==> src/verilog/cxe_pkg.sv <==
// package for the conditional-execute and flag-effect unit
// assumes a 32-bit axi4-lite register bus and a single 40 mhz clock
package cxe_pkg;

  // register byte offsets
  localparam logic [7:0] CXE_CTRL_OFS   = 8'h00;
  localparam logic [7:0] CXE_INSTR_OFS  = 8'h04;
  localparam logic [7:0] CXE_DEST_OFS   = 8'h08;
  localparam logic [7:0] CXE_SRC_OFS    = 8'h0c;
  localparam logic [7:0] CXE_STATUS_OFS = 8'h10;
  localparam logic [7:0] CXE_PC_OFS     = 8'h14;
  localparam logic [7:0] CXE_CORES_OFS  = 8'h18;
  localparam logic [7:0] CXE_HUBCFG_OFS = 8'h1c;

  // instruction field positions
  localparam int CXE_OPC_LSB  = 26;
  localparam int CXE_EFF_ZERO_WR  = 25;
  localparam int CXE_EFF_CARRY_WR = 24;
  localparam int CXE_EFF_WR   = 23;
  localparam int CXE_EFF_IMM  = 22;
  localparam int CXE_COND_LSB = 18;
  localparam int CXE_DST_LSB  = 9;
  localparam int CXE_SRC_LSB  = 0;

  // status register bit positions
  localparam int CXE_ST_BUSY   = 0;
  localparam int CXE_ST_CARRY  = 1;
  localparam int CXE_ST_ZERO   = 2;
  localparam int CXE_ST_EXEC   = 3;
  localparam int CXE_ST_BRANCH = 4;
  localparam int CXE_ST_WROTE  = 5;
  localparam int CXE_ST_DORM   = 6;

  // opcodes and hub operation codes
  localparam logic [5:0] CXE_OP_HUB  = 6'h03;
  localparam logic [5:0] CXE_OP_DEC_BRANCH = 6'h39;
  localparam logic [5:0] CXE_OP_AND  = 6'h18;
  localparam logic [5:0] CXE_OP_ANDN = 6'h19;
  localparam logic [2:0] CXE_HUB_STOP = 3'h3;

  // condition codes
  localparam logic [3:0] CXE_COND_ALWAYS = 4'hf;
  localparam logic [3:0] CXE_COND_NEVER  = 4'h0;

  // timing, in clock cycles
  localparam logic [4:0] CXE_T_BASIC    = 5'h04;
  localparam logic [4:0] CXE_T_FALLTHRU = 5'h08;
  localparam logic [4:0] CXE_T_HUB_MIN  = 5'h07;
  localparam logic [3:0] CXE_HUB_SLOTS  = 4'hf;

  // reset values
  localparam logic [31:0] CXE_ZERO_RST = 32'h0000_0000;
  localparam logic [7:0]  CXE_CORE_ID_RST = 8'h00;

  typedef enum logic [0:0] {
    CXE_IDLE,
    CXE_RUN
  } cxe_state_t;

endpackage

==> src/verilog/cxe_exec_unit.sv <==
// conditional-execute unit: condition test, flag effects, decrement-branch, core stop
// assumes an axi4-lite master on the register bus and inputs synchronous to sys_clk_i
//
// What this block does
// RULE_01: stop-core hub op halts core named in dest
// RULE_02: dormant core loses its clock enable
// RULE_03: hub instructions stall seven to twenty-two clocks
// RULE_04: four-bit condition; 1111 always, 0000 never
// RULE_05: false condition is a four-cycle no-op
// RULE_06: 1010 needs zero set, 0101 zero clear
// RULE_07: 1100 needs carry set, 0011 carry clear
// RULE_08: and-codes test both flags together
// RULE_09: or-codes pass when either term holds
// RULE_10: condition bit selected by index carry,zero
// RULE_11: effect bits steer flag and result writes
// RULE_12: clear effect bit leaves its flag alone
// RULE_13: no-result computes, updates flags, skips destination
// RULE_14: and sets carry to result parity
// RULE_15: and-not uses inverted source, zero on zero
// RULE_16: decrement destination, branch when nonzero
// RULE_17: decrement sets zero on zero, carry on borrow
// RULE_18: decrement takes four branching, eight falling through
// RULE_19: decremented value written unless no-result
// RULE_20: branch target register or nine-bit immediate
`timescale 1ns/10ps
`default_nettype none
module cxe_exec_unit
  import cxe_pkg::*;
#(
  parameter int NUM_CORES = 8
) (
  input  wire logic                 sys_clk_i,
  input  wire logic                 rst_n_i,
  input  wire logic [7:0]           s_axi_awaddr_i,
  input  wire logic [2:0]           s_axi_awprot_i,
  input  wire logic                 s_axi_awvalid_i,
  output logic                      s_axi_awready_o,
  input  wire logic [31:0]          s_axi_wdata_i,
  input  wire logic [3:0]           s_axi_wstrb_i,
  input  wire logic                 s_axi_wvalid_i,
  output logic                      s_axi_wready_o,
  output logic [1:0]                s_axi_bresp_o,
  output logic                      s_axi_bvalid_o,
  input  wire logic                 s_axi_bready_i,
  input  wire logic [7:0]           s_axi_araddr_i,
  input  wire logic [2:0]           s_axi_arprot_i,
  input  wire logic                 s_axi_arvalid_i,
  output logic                      s_axi_arready_o,
  output logic [31:0]               s_axi_rdata_o,
  output logic [1:0]                s_axi_rresp_o,
  output logic                      s_axi_rvalid_o,
  input  wire logic                 s_axi_rready_i,
  output logic [NUM_CORES-1:0]      core_clk_en_o,
  output logic                      busy_o
);

  // condition test: bit {carry,zero} of the field covers every code
  function automatic logic cond_pass(input logic [3:0] condition_field, input logic c, input logic z);
    cond_pass = condition_field[{c, z}]; // [RULE_04] [RULE_06] [RULE_07] [RULE_08] [RULE_09] [RULE_10]
  endfunction

  function automatic logic [31:0] merge_bytes(input logic [31:0] old, input logic [31:0] data,
                                              input logic [3:0] strb);
    logic [31:0] r;
    r = old;
    for (int i = 0; i < 4; i++) begin
      if (strb[i]) begin
        r[8*i +: 8] = data[8*i +: 8];
      end
    end
    merge_bytes = r;
  endfunction

  // bus slave state
  logic        aw_held_reg;
  logic [7:0]  aw_addr_reg;
  logic        w_held_reg;
  logic [31:0] w_data_reg;
  logic [3:0]  w_strb_reg;
  logic        bvalid_reg;
  logic [1:0]  bresp_reg;
  logic        rvalid_reg;
  logic [1:0]  rresp_reg;
  logic [31:0] rdata_reg;
  logic        wr_fire;

  // software-visible registers
  logic [31:0] instr_reg;
  logic [31:0] dest_reg;
  logic [31:0] src_reg;
  logic [8:0]  pc_reg;
  logic        carry_reg;
  logic        zero_reg;
  logic        exec_reg;
  logic        branch_reg;
  logic        wrote_reg;
  logic [NUM_CORES-1:0] dormant_reg;
  logic [2:0]  core_id_reg;

  // execution state
  cxe_state_t  state_reg;
  logic [4:0]  cnt_reg;
  logic [3:0]  hub_slot_reg;
  logic [31:0] run_instr_reg;
  logic [31:0] run_dest_reg;
  logic [31:0] run_src_reg;

  assign wr_fire = aw_held_reg && w_held_reg && !bvalid_reg;

  always_ff @(posedge sys_clk_i) begin
    if (!rst_n_i) begin
      aw_held_reg <= 1'b0;
      aw_addr_reg <= 8'h00;
    end else if (s_axi_awvalid_i && !aw_held_reg) begin
      aw_held_reg <= 1'b1;
      aw_addr_reg <= s_axi_awaddr_i;
    end else if (wr_fire) begin
      aw_held_reg <= 1'b0;
    end
  end

  always_ff @(posedge sys_clk_i) begin
    if (!rst_n_i) begin
      w_held_reg <= 1'b0;
      w_data_reg <= CXE_ZERO_RST;
      w_strb_reg <= 4'h0;
    end else if (s_axi_wvalid_i && !w_held_reg) begin
      w_held_reg <= 1'b1;
      w_data_reg <= s_axi_wdata_i;
      w_strb_reg <= s_axi_wstrb_i;
    end else if (wr_fire) begin
      w_held_reg <= 1'b0;
    end
  end

  assign s_axi_awready_o = !aw_held_reg;
  assign s_axi_wready_o  = !w_held_reg;

  logic wr_mapped;
  always_comb begin
    case (aw_addr_reg[7:2])
      CXE_CTRL_OFS[7:2], CXE_INSTR_OFS[7:2], CXE_DEST_OFS[7:2], CXE_SRC_OFS[7:2],
      CXE_STATUS_OFS[7:2], CXE_PC_OFS[7:2], CXE_CORES_OFS[7:2], CXE_HUBCFG_OFS[7:2]: wr_mapped = 1'b1;
      default: wr_mapped = 1'b0;
    endcase
  end

  always_ff @(posedge sys_clk_i) begin
    if (!rst_n_i) begin
      bvalid_reg <= 1'b0;
      bresp_reg  <= 2'b00;
    end else if (wr_fire) begin
      bvalid_reg <= 1'b1;
      bresp_reg  <= wr_mapped ? 2'b00 : 2'b11;
    end else if (s_axi_bready_i) begin
      bvalid_reg <= 1'b0;
    end
  end

  assign s_axi_bvalid_o = bvalid_reg;
  assign s_axi_bresp_o  = bresp_reg;

  // software writes, decoded once
  logic        sw_go;
  logic        wr_instr;
  logic        wr_dest;
  logic        wr_src;
  logic        wr_status;
  logic        wr_pc;
  logic        wr_cores;
  logic        wr_hubcfg;
  assign sw_go     = wr_fire && aw_addr_reg == CXE_CTRL_OFS && w_strb_reg[0] && w_data_reg[0];
  assign wr_instr  = wr_fire && aw_addr_reg == CXE_INSTR_OFS;
  assign wr_dest   = wr_fire && aw_addr_reg == CXE_DEST_OFS;
  assign wr_src    = wr_fire && aw_addr_reg == CXE_SRC_OFS;
  assign wr_status = wr_fire && aw_addr_reg == CXE_STATUS_OFS && w_strb_reg[0];
  assign wr_pc     = wr_fire && aw_addr_reg == CXE_PC_OFS;
  assign wr_cores  = wr_fire && aw_addr_reg == CXE_CORES_OFS && w_strb_reg[0];
  assign wr_hubcfg = wr_fire && aw_addr_reg == CXE_HUBCFG_OFS && w_strb_reg[0];

  // decode of the instruction being started
  logic [5:0]  opc;
  logic [3:0]  cond;
  logic [31:0] src_opnd;
  logic        passes;
  logic        is_hub;
  logic        own_dormant;
  logic        start;
  logic [3:0]  own_slot;
  logic [3:0]  hub_wait;

  assign opc      = instr_reg[CXE_OPC_LSB +: 6];
  assign cond     = instr_reg[CXE_COND_LSB +: 4];
  // immediate bit picks the nine-bit literal over the register value
  assign src_opnd = instr_reg[CXE_EFF_IMM] ? {23'h0, instr_reg[CXE_SRC_LSB +: 9]} : src_reg; // [RULE_20]
  assign passes   = cond_pass(cond, carry_reg, zero_reg);
  assign is_hub   = opc == CXE_OP_HUB;
  assign own_dormant = dormant_reg[core_id_reg];
  // a go while running or while this core sleeps is dropped: nothing can fetch it
  assign start    = sw_go && state_reg == CXE_IDLE && !own_dormant;
  // each core owns one of the sixteen hub clocks
  assign own_slot = {core_id_reg, 1'b0};
  assign hub_wait = own_slot - hub_slot_reg;

  // decrement-branch look-ahead, used for the cycle count only
  logic [31:0] dec_now;
  assign dec_now = dest_reg - 32'h1;

  always_ff @(posedge sys_clk_i) begin
    if (!rst_n_i) begin
      hub_slot_reg <= 4'h0;
    end else begin
      hub_slot_reg <= hub_slot_reg + 4'h1;
    end
  end

  always_ff @(posedge sys_clk_i) begin
    if (!rst_n_i) begin
      state_reg     <= CXE_IDLE;
      cnt_reg       <= 5'h00;
      run_instr_reg <= CXE_ZERO_RST;
      run_dest_reg  <= CXE_ZERO_RST;
      run_src_reg   <= CXE_ZERO_RST;
      exec_reg      <= 1'b0;
    end else begin
      case (state_reg)
        CXE_IDLE: begin
          if (start) begin
            state_reg     <= CXE_RUN;
            run_instr_reg <= instr_reg;
            run_dest_reg  <= dest_reg;
            run_src_reg   <= src_opnd;
            exec_reg      <= passes;
            if (!passes) begin
              cnt_reg <= CXE_T_BASIC - 5'h1; // [RULE_05]
            end else if (is_hub) begin
              cnt_reg <= CXE_T_HUB_MIN - 5'h1 + {1'b0, hub_wait}; // [RULE_03]
            end else if (opc == CXE_OP_DEC_BRANCH && dec_now == CXE_ZERO_RST) begin
              cnt_reg <= CXE_T_FALLTHRU - 5'h1; // [RULE_18]
            end else begin
              cnt_reg <= CXE_T_BASIC - 5'h1; // [RULE_18]
            end
          end
        end
        CXE_RUN: begin
          if (cnt_reg == 5'h00) begin
            state_reg <= CXE_IDLE;
          end else begin
            cnt_reg <= cnt_reg - 5'h1;
          end
        end
        default: state_reg <= CXE_IDLE;
      endcase
    end
  end

  // results of the running instruction, applied on its last cycle
  logic [5:0]  r_opc;
  logic        r_zero_en;
  logic        r_carry_en;
  logic        r_wr;
  logic        finish;
  logic        commit;
  logic [31:0] result;
  logic        res_c;
  logic        res_z;
  logic        known;
  logic        take_branch;

  assign r_opc  = run_instr_reg[CXE_OPC_LSB +: 6];
  assign r_zero_en  = run_instr_reg[CXE_EFF_ZERO_WR]; // [RULE_11]
  assign r_carry_en = run_instr_reg[CXE_EFF_CARRY_WR]; // [RULE_11]
  assign r_wr   = run_instr_reg[CXE_EFF_WR]; // [RULE_11]
  assign finish = state_reg == CXE_RUN && cnt_reg == 5'h00;
  assign commit = finish && exec_reg; // [RULE_05]

  always_comb begin
    result      = run_dest_reg;
    res_c       = carry_reg;
    res_z       = zero_reg;
    known       = 1'b0;
    take_branch = 1'b0;
    case (r_opc)
      CXE_OP_AND: begin
        result = run_dest_reg & run_src_reg;
        res_c  = ^result; // [RULE_14]
        res_z  = result == CXE_ZERO_RST;
        known  = 1'b1;
      end
      CXE_OP_ANDN: begin
        result = run_dest_reg & ~run_src_reg; // [RULE_15]
        res_c  = ^result;
        res_z  = result == CXE_ZERO_RST; // [RULE_15]
        known  = 1'b1;
      end
      CXE_OP_DEC_BRANCH: begin
        result      = run_dest_reg - 32'h1; // [RULE_16]
        res_z       = result == CXE_ZERO_RST; // [RULE_17]
        res_c       = run_dest_reg == CXE_ZERO_RST; // [RULE_17]
        take_branch = result != CXE_ZERO_RST; // [RULE_16]
        known       = 1'b1;
      end
      default: begin
        result = run_dest_reg;
      end
    endcase
  end

  // stop-core: hub op with the stop code in the source, target id from dest
  logic stop_now;
  assign stop_now = commit && r_opc == CXE_OP_HUB && run_src_reg[2:0] == CXE_HUB_STOP; // [RULE_01]

  always_ff @(posedge sys_clk_i) begin
    if (!rst_n_i) begin
      carry_reg <= 1'b0;
      zero_reg  <= 1'b0;
    end else if (commit && known) begin
      // a clear effect bit leaves the flag as it was
      if (r_carry_en) begin
        carry_reg <= res_c; // [RULE_12] [RULE_13]
      end
      if (r_zero_en) begin
        zero_reg <= res_z; // [RULE_12] [RULE_13]
      end
    end else if (wr_status && state_reg == CXE_IDLE) begin
      carry_reg <= w_data_reg[CXE_ST_CARRY];
      zero_reg  <= w_data_reg[CXE_ST_ZERO];
    end
  end

  always_ff @(posedge sys_clk_i) begin
    if (!rst_n_i) begin
      dest_reg  <= CXE_ZERO_RST;
      wrote_reg <= 1'b0;
    end else if (commit) begin
      // stop-core writes nothing; other ops only with the result bit set
      wrote_reg <= known && r_wr;
      if (known && r_wr) begin
        dest_reg <= result; // [RULE_13] [RULE_19]
      end
    end else if (wr_dest) begin
      dest_reg <= merge_bytes(dest_reg, w_data_reg, w_strb_reg);
    end else if (finish) begin
      wrote_reg <= 1'b0;
    end
  end

  always_ff @(posedge sys_clk_i) begin
    if (!rst_n_i) begin
      pc_reg     <= 9'h000;
      branch_reg <= 1'b0;
    end else if (finish) begin
      branch_reg <= commit && take_branch;
      if (commit && take_branch) begin
        pc_reg <= run_src_reg[8:0]; // [RULE_16] [RULE_20]
      end else begin
        pc_reg <= pc_reg + 9'h001;
      end
    end else if (wr_pc && state_reg == CXE_IDLE) begin
      pc_reg <= w_data_reg[8:0];
    end
  end

  always_ff @(posedge sys_clk_i) begin
    if (!rst_n_i) begin
      instr_reg <= CXE_ZERO_RST;
      src_reg   <= CXE_ZERO_RST;
    end else begin
      if (wr_instr) begin
        instr_reg <= merge_bytes(instr_reg, w_data_reg, w_strb_reg);
      end
      if (wr_src) begin
        src_reg <= merge_bytes(src_reg, w_data_reg, w_strb_reg);
      end
    end
  end

  always_ff @(posedge sys_clk_i) begin
    if (!rst_n_i) begin
      core_id_reg <= CXE_CORE_ID_RST[2:0];
    end else if (wr_hubcfg) begin
      core_id_reg <= w_data_reg[2:0];
    end
  end

  // writing ones wakes cores; a stop in the same cycle wins
  always_ff @(posedge sys_clk_i) begin
    if (!rst_n_i) begin
      dormant_reg <= '0;
    end else begin
      for (int i = 0; i < NUM_CORES; i++) begin
        if (stop_now && run_dest_reg[2:0] == 3'(i)) begin
          dormant_reg[i] <= 1'b1; // [RULE_01]
        end else if (wr_cores && w_data_reg[i]) begin
          dormant_reg[i] <= 1'b0;
        end
      end
    end
  end

  // enables feed the clock gates; a gated core stops toggling entirely
  assign core_clk_en_o = ~dormant_reg; // [RULE_02]
  assign busy_o        = state_reg == CXE_RUN;

  // read side
  logic [31:0] rd_data;
  logic        rd_ok;
  always_comb begin
    rd_data = CXE_ZERO_RST;
    rd_ok   = 1'b1;
    case (s_axi_araddr_i)
      CXE_CTRL_OFS:   rd_data = {31'h0, busy_o};
      CXE_INSTR_OFS:  rd_data = instr_reg;
      CXE_DEST_OFS:   rd_data = dest_reg;
      CXE_SRC_OFS:    rd_data = src_reg;
      CXE_STATUS_OFS: rd_data = {25'h0, own_dormant, wrote_reg, branch_reg, exec_reg, zero_reg, carry_reg,
                                 busy_o};
      CXE_PC_OFS:     rd_data = {23'h0, pc_reg};
      CXE_CORES_OFS:  rd_data = {{(32-NUM_CORES){1'b0}}, dormant_reg};
      CXE_HUBCFG_OFS: rd_data = {24'h0, hub_slot_reg, 1'b0, core_id_reg};
      default:        rd_ok   = 1'b0;
    endcase
  end

  assign s_axi_arready_o = !rvalid_reg;

  always_ff @(posedge sys_clk_i) begin
    if (!rst_n_i) begin
      rvalid_reg <= 1'b0;
      rdata_reg  <= CXE_ZERO_RST;
      rresp_reg  <= 2'b00;
    end else if (s_axi_arvalid_i && !rvalid_reg) begin
      rvalid_reg <= 1'b1;
      rdata_reg  <= rd_data;
      rresp_reg  <= rd_ok ? 2'b00 : 2'b11;
    end else if (s_axi_rready_i) begin
      rvalid_reg <= 1'b0;
    end
  end

  assign s_axi_rvalid_o = rvalid_reg;
  assign s_axi_rdata_o  = rdata_reg;
  assign s_axi_rresp_o  = rresp_reg;

endmodule
`default_nettype wire

==> config.mk <==
export PLATFORM = sky130hd
export DESIGN_NAME = cxe_exec_unit
export DESIGN_NICKNAME = d
export VERILOG_FILES = /design/src/verilog/cxe_pkg.sv /design/src/verilog/cxe_exec_unit.sv
export SDC_FILE = /design/constraint.sdc
export NUM_CORES = 1
export LEC_CHECK = 0
export BUFFER_PORTS_ARGS = -buffer_cell sky130_fd_sc_hd__buf_2
export CAP_MARGIN = 40
export CORE_MARGIN = 2
export CORE_UTILIZATION = 55
export CTS_CLUSTER_DIAMETER = 150
export CTS_CLUSTER_SIZE = 30
export DETAILED_ROUTE_END_ITERATION = 12
export PLACE_DENSITY = 0.76
export SYNTH_ARGS = -nofsm -noshare
export SYNTH_HDL_FRONTEND = slang
export SYNTH_SLANG_ARGS = --single-unit
==> constraint.sdc <==
create_clock -name sys_clk_i -period 3.2 [get_ports sys_clk_i]
set_clock_uncertainty 0.05 [all_clocks]
set_input_delay 0.16 -clock sys_clk_i [delete_from_list [all_inputs] [get_ports sys_clk_i]]
set_output_delay 0.16 -clock sys_clk_i [all_outputs]
set_load 0.02 [all_outputs]
Yosys cells after proc, flatten, opt, wreduce, memory -nomap -nowiden --
Cells that the tools add are included.
Word-level totals: bits of input ports 65, logic and storage cells 261, flip-flop bits (word level) 311, output and inout bits 50
Operators by class: eq/ne operators 35, multiplexer cells 66, reduce and logical (&&, ||, !) cells 103, bitwise gates (word level) 5, add/subtract/negate cells 7, order comparisons 2
Operators by type and width (count):
- 32-bit case mux with 8 select lines | 1
- 32-bit logical NOT | 5
- 32-bit two-way mux | 4
- 32-bit case mux with 3 select lines | 1
- 32-bit bitwise AND | 2
- 8-bit by 5-bit == test with 1-bit output, second input constant | 8
- 32-bit XOR reduction | 2
- 32-bit by 1-bit subtractor with 32-bit output, second input constant | 2
- 1-bit logical AND | 46
- 1-bit two-way mux | 40
- 2-bit nonzero test | 20
- 8-bit by 4-bit == test with 1-bit output, second input constant | 4
- 8-bit two-way mux | 4
- 32-bit inverter | 1
- 32-bit nonzero test | 1
- 9-bit two-way mux | 3
- 2-bit AND reduction | 11
- 5-bit two-way mux | 4
- 3-bit AND reduction | 6
- 8-bit by 3-bit == test with 1-bit output, second input constant | 2
- 8-bit logical NOT | 2
- 3-bit == test, second input constant | 4
- 6-bit by 2-bit == test with 1-bit output, second input constant | 2
- 6-bit by 5-bit == test with 1-bit output, second input constant | 2
- 27 further kinds | 41

Depth between registers and ports, before layout --
depth in word-level cells 9, depth in mapped cells 12, gate-level depth less buffers 10

Worst setup path before layout --
OpenSTA, ideal clock, no wires.
path kind register to register, start register run_dest_reg[0], end register pc_reg[8], data arrival time 2852 ps, library setup time 133 ps, buffers on the path 3, setup slack 165 ps, cell stages (with the launch flop) 12, cells stage by stage dfxtp_1 buf_6 or4_1 or4_4 buf_6 o31ai_2 nand4_2 nor4_4 a21oi_2 buf_6 nand4_1 o221ai_1
On the way: longest elaborated chain between the ends 6
RTL lines:
- start: declaration | line cxe_exec_unit.sv:105 | logic [31:0] run_dest_reg;
- start signal: assignment | line cxe_exec_unit.sv:231 | run_dest_reg <= dest_reg;
- 32-bit by 1-bit subtractor with 32-bit output | line cxe_exec_unit.sv:297 | result = run_dest_reg - 32'h1;
- 32-bit nonzero test | line cxe_exec_unit.sv:300 | take_branch = result != CXE_ZERO_RST;
- 1-bit two-way mux | line cxe_exec_unit.sv:283 | case (r_opc)
- 1-bit logical AND | line cxe_exec_unit.sv:354 | if (commit && take_branch) begin
- 9-bit two-way mux | line cxe_exec_unit.sv:354
- 9-bit two-way mux | line cxe_exec_unit.sv:352 | end else if (finish) begin
- end signal: assignment | line cxe_exec_unit.sv:355 | pc_reg <= run_src_reg[8:0];
- end signal: assignment | line cxe_exec_unit.sv:357 | pc_reg <= pc_reg + 9'h001;
- end signal: assignment | line cxe_exec_unit.sv:360 | pc_reg <= w_data_reg[8:0];
- end: declaration | line cxe_exec_unit.sv:91 | logic [8:0] pc_reg;
No other way between the ends. A chain may end at the register's enable or synchronous reset.

Worst setup path after layout --
start register run_dest_reg[8], end register pc_reg[0]
The elaborated chain is that of the path after synthesis.

==> summary.json <==
{
  "timing": {
    "worst_slew_pin_slew_ns": 0.928,
    "final_period_minus_worst_setup_slack_ns": 3.10,
    "final-hold-violation-count": 0,
    "max_slew_margin_pct": 38.0,
    "timing.final.max_slew_violations": 0,
    "post-route-period-util_pct": 96.7,
    "timing.final.ws_setup_ns": 0.104,
    "finalSetupTns_ns": 0,
    "maxClockFrequency_mhz": 323,
    "finalSetupViolations": 0
  },
  "logic_synthesis": {
    "synth_enable_flop_cells": 0,
    "synth_seq_cells": 286,
    "yosysSeqAreaShare_pct": 36.0,
    "synth_cells": 1976,
    "synth_warnings": 0,
    "async_flop_share_pct": 0,
    "yosys_most_used_dff": "dfxtp_1",
    "syn-mean-instance-area_um2": 8.05,
    "synth.cell_area_um2": 15900,
    "number_of_library_cell_types_mapped_by_synthesis": 67,
    "synth.net_count": 2086
  },
  "cts": {
    "cts_tree": "done",
    "clock_tree.root_cell": "clkbuf_16",
    "cts.sink_count": 286,
    "clock_latency_ns": 0.51,
    "clock_path_buffers": 3,
    "clock_transition_at_the_registers_of_the_reported_paths_ns": 0.12,
    "clock_tree.htree_level_count": 1,
    "num_cts_buffers": 13
  },
  "critical_path": {
    "required_ns": 3.59,
    "critical_path_peak_fanout": 16,
    "start_kind": "flip-flop",
    "worstReg2RegEnd": "pc_reg[0]",
    "reg2reg_depth": 11,
    "r2r-start": "run_dest_reg[8]",
    "reg2reg_setup_slack_ns": 0.10,
    "criticalPathCategory": "reg -> reg",
    "timing.critical_path.to_type": "flip-flop",
    "worst-endpoint-arrival_ns": 3.49
  },
  "detailed_routing": {
    "ant_nets": 0,
    "route.detailed.wl_per_inst_um": 20.7,
    "first_iter_violations": 1645,
    "vias_per_cell": 6.14,
    "route.vias.total": 15300,
    "drt-total-wl_um": 51400,
    "post-route-drc-count": 0,
    "dr.pass1.iters": 5
  },
  "global_routing": {
    "grt_start_max_net_pins": 117,
    "globalRoute.totalOverflow": 0,
    "initial_antenna_violation_count": 0,
    "grt_pass1_vias": 14400,
    "first_pass_grt_wire_length_um": 80000,
    "track_usage_pct": 33.0
  },
  "placed_design": {
    "place_ws_ns": 0.103,
    "placedCellCount": 2395,
    "place.gp.congestion": 0.955,
    "detailedPlacementHpwl_um": 37000,
    "port_buffers": 108
  },
  "die": {
    "floorplan.io_pins": 115,
    "placementRows": 62,
    "coreArea_um2": 28600,
    "initial_core_util_pct": 55.6,
    "chipHeight_um": 174,
    "fp.dieArea_um2": 30300,
    "die_width_um": 174
  },
  "power": {
    "static_power_due_to_leakage_nw": 6.97,
    "pwr_density_cell_nw_per_um2": 340,
    "power.total_w": 0.00620,
    "vdd_ir_drop_max_uv": 449
  },
  "final_layout": {
    "final_layout_size_suffix_gt1_share_pct": 13.2,
    "fill_cells": 2440,
    "fin_util_pct": 63.6,
    "final_cell_mix": "nand2_1 (415), dfxtp_1 (286), a21boi_0 (180), buf_2 (107), a21oi_1 (86)",
    "final_instance_count_without_filler_cells": 2485,
    "synthToLayoutAreaGrowth_pct": 14.5,
    "finish.net_count": 2212,
    "insertedDiodeCount": 0,
    "layout.cells.most_common": "nand2_1"
  },
  "job": {
    "cap_viol_max_count": 0
  },
  "worst_hold_path": {
    "hold_end": "s_axi_rresp_o[0]",
    "worstHoldStart": "s_axi_araddr_i[1]",
    "worst_min_delay_path_category": "in -> reg",
    "worstHoldPathCells": 4
  },
  "run_status": {
    "outcome": "complete, no violations"
  }
}
-- worst max path at each step --
stage / slack [ns] / depth (start not counted) / end / startpoint
2_1_floorplan: 0.16 / 11 / pc_reg[8] / run_dest_reg[0]
3_3_place_gp: 0.11 / 9 / pc_reg[0] / run_dest_reg[2]
3_5_place_dp: 0.10 / 9 / pc_reg[3] / run_dest_reg[2]
4_1_cts: 0.07 / 9 / pc_reg[0] / run_dest_reg[2]
5_1_grt: -0.04 / 11 / pc_reg[0] / run_dest_reg[8]
6_report: 0.10 / 11 / pc_reg[0] / run_dest_reg[8]
-- stage by stage --
stage	hold slack [ns]	cell area (um^2)
3_3_place_gp	0.332	17000
3_5_place_dp	0.336	17100
4_1_cts	0.0381	18200
5_1_grt	0.0826	18200
6_report	0.0505	18200
2_1_floorplan	0.226	15900
-- final cells by class --
type	instances	area, um^2	share of cell area [%]
Clock buffer	13	325	1.79
Clock inverter	1	16.3	0.0893
Inverter	49	184	1.01
Multi-Input combinational cell	1488	9460	51.9
Sequential cell	286	5730	31.4
Tap cell	384	480	2.64
Timing Repair Buffer	264	2020	11.1
-- routing by layer --
layer | wire, um | up-vias | global-route usage, % | part of all wire [%]
li1 | - | 7140 | - | -
met5 | 0 | - | 0 | 0
met3 | 5120 | 112 | 7.37 | 10
met1 | 21700 | 7306 | 45.1 | 42
met4 | 1880 | 0 | 11.1 | 3.7
met2 | 22700 | 705 | 51.6 | 44
-- cell families (layout without fill, tap and decap cells) --
kind of cell	count (synthesis)	in the layout	share of synthesized area (%)
multiplexers	80	80	5.69
buffers and inverters	202	327	5.00
AND/OR/NAND/NOR	815	815	24.4
flip-flops	286	286	36.0
XOR/XNOR	67	67	3.69
adder cells (fa/ha/maj)	45	45	3.59
AO/OA/AOI/OAI	481	481	21.6
-- critical path: stages, from the launching register on --
cell and delay (ns):
dfxtp_1 0.33, buf_4 0.16, nor4_1 0.50, nand4_1 0.37, buf_4 0.27, nor3_1 0.27
xnor2_1 0.18, and2_1 0.27, a21oi_2 0.10, buf_12 0.16, or2_0 0.20, a31oi_1 0.15
-- cells in the mapped netlist, types with 28 or more instances --
master	n	area (um^2)
inv_1	48	180
a21boi_0	180	1350
nand3_1	86	430
nand2_1	415	1560
o21ai_0	51	255
nor2b_1	43	269
o211a_1	41	410
nor2_1	59	221
mux2_2	34	383
ha_1	44	551
nor3_1	38	190
mux2i_1	41	410
a21oi_1	86	430
clkbuf_1	141	529
xnor2_1	56	490
nand3b_1	28	210
dfxtp_1	286	5730
-- power breakdown --
part           internal (W)  switching (W)  total [W]  leakage (nW)
combinational      0.000258       0.000289   0.000547          4.49
sequential          0.00363      0.0000983    0.00373          2.32
clock              0.000756        0.00117    0.00192         0.167
total               0.00464        0.00156    0.00620          6.97
-- timing repair --
| action | CTS | global route |
|---|---|---|
| endpoints found under the hold margin | 59 | 0 |
| gates resized for setup | 0 | 6 |
| hold buffers | 74 | 0 |
| buffers inserted | 0 | 2 |
| setup endpoints to repair | 0 | 4 |
(Power assumes the default switching activity.)
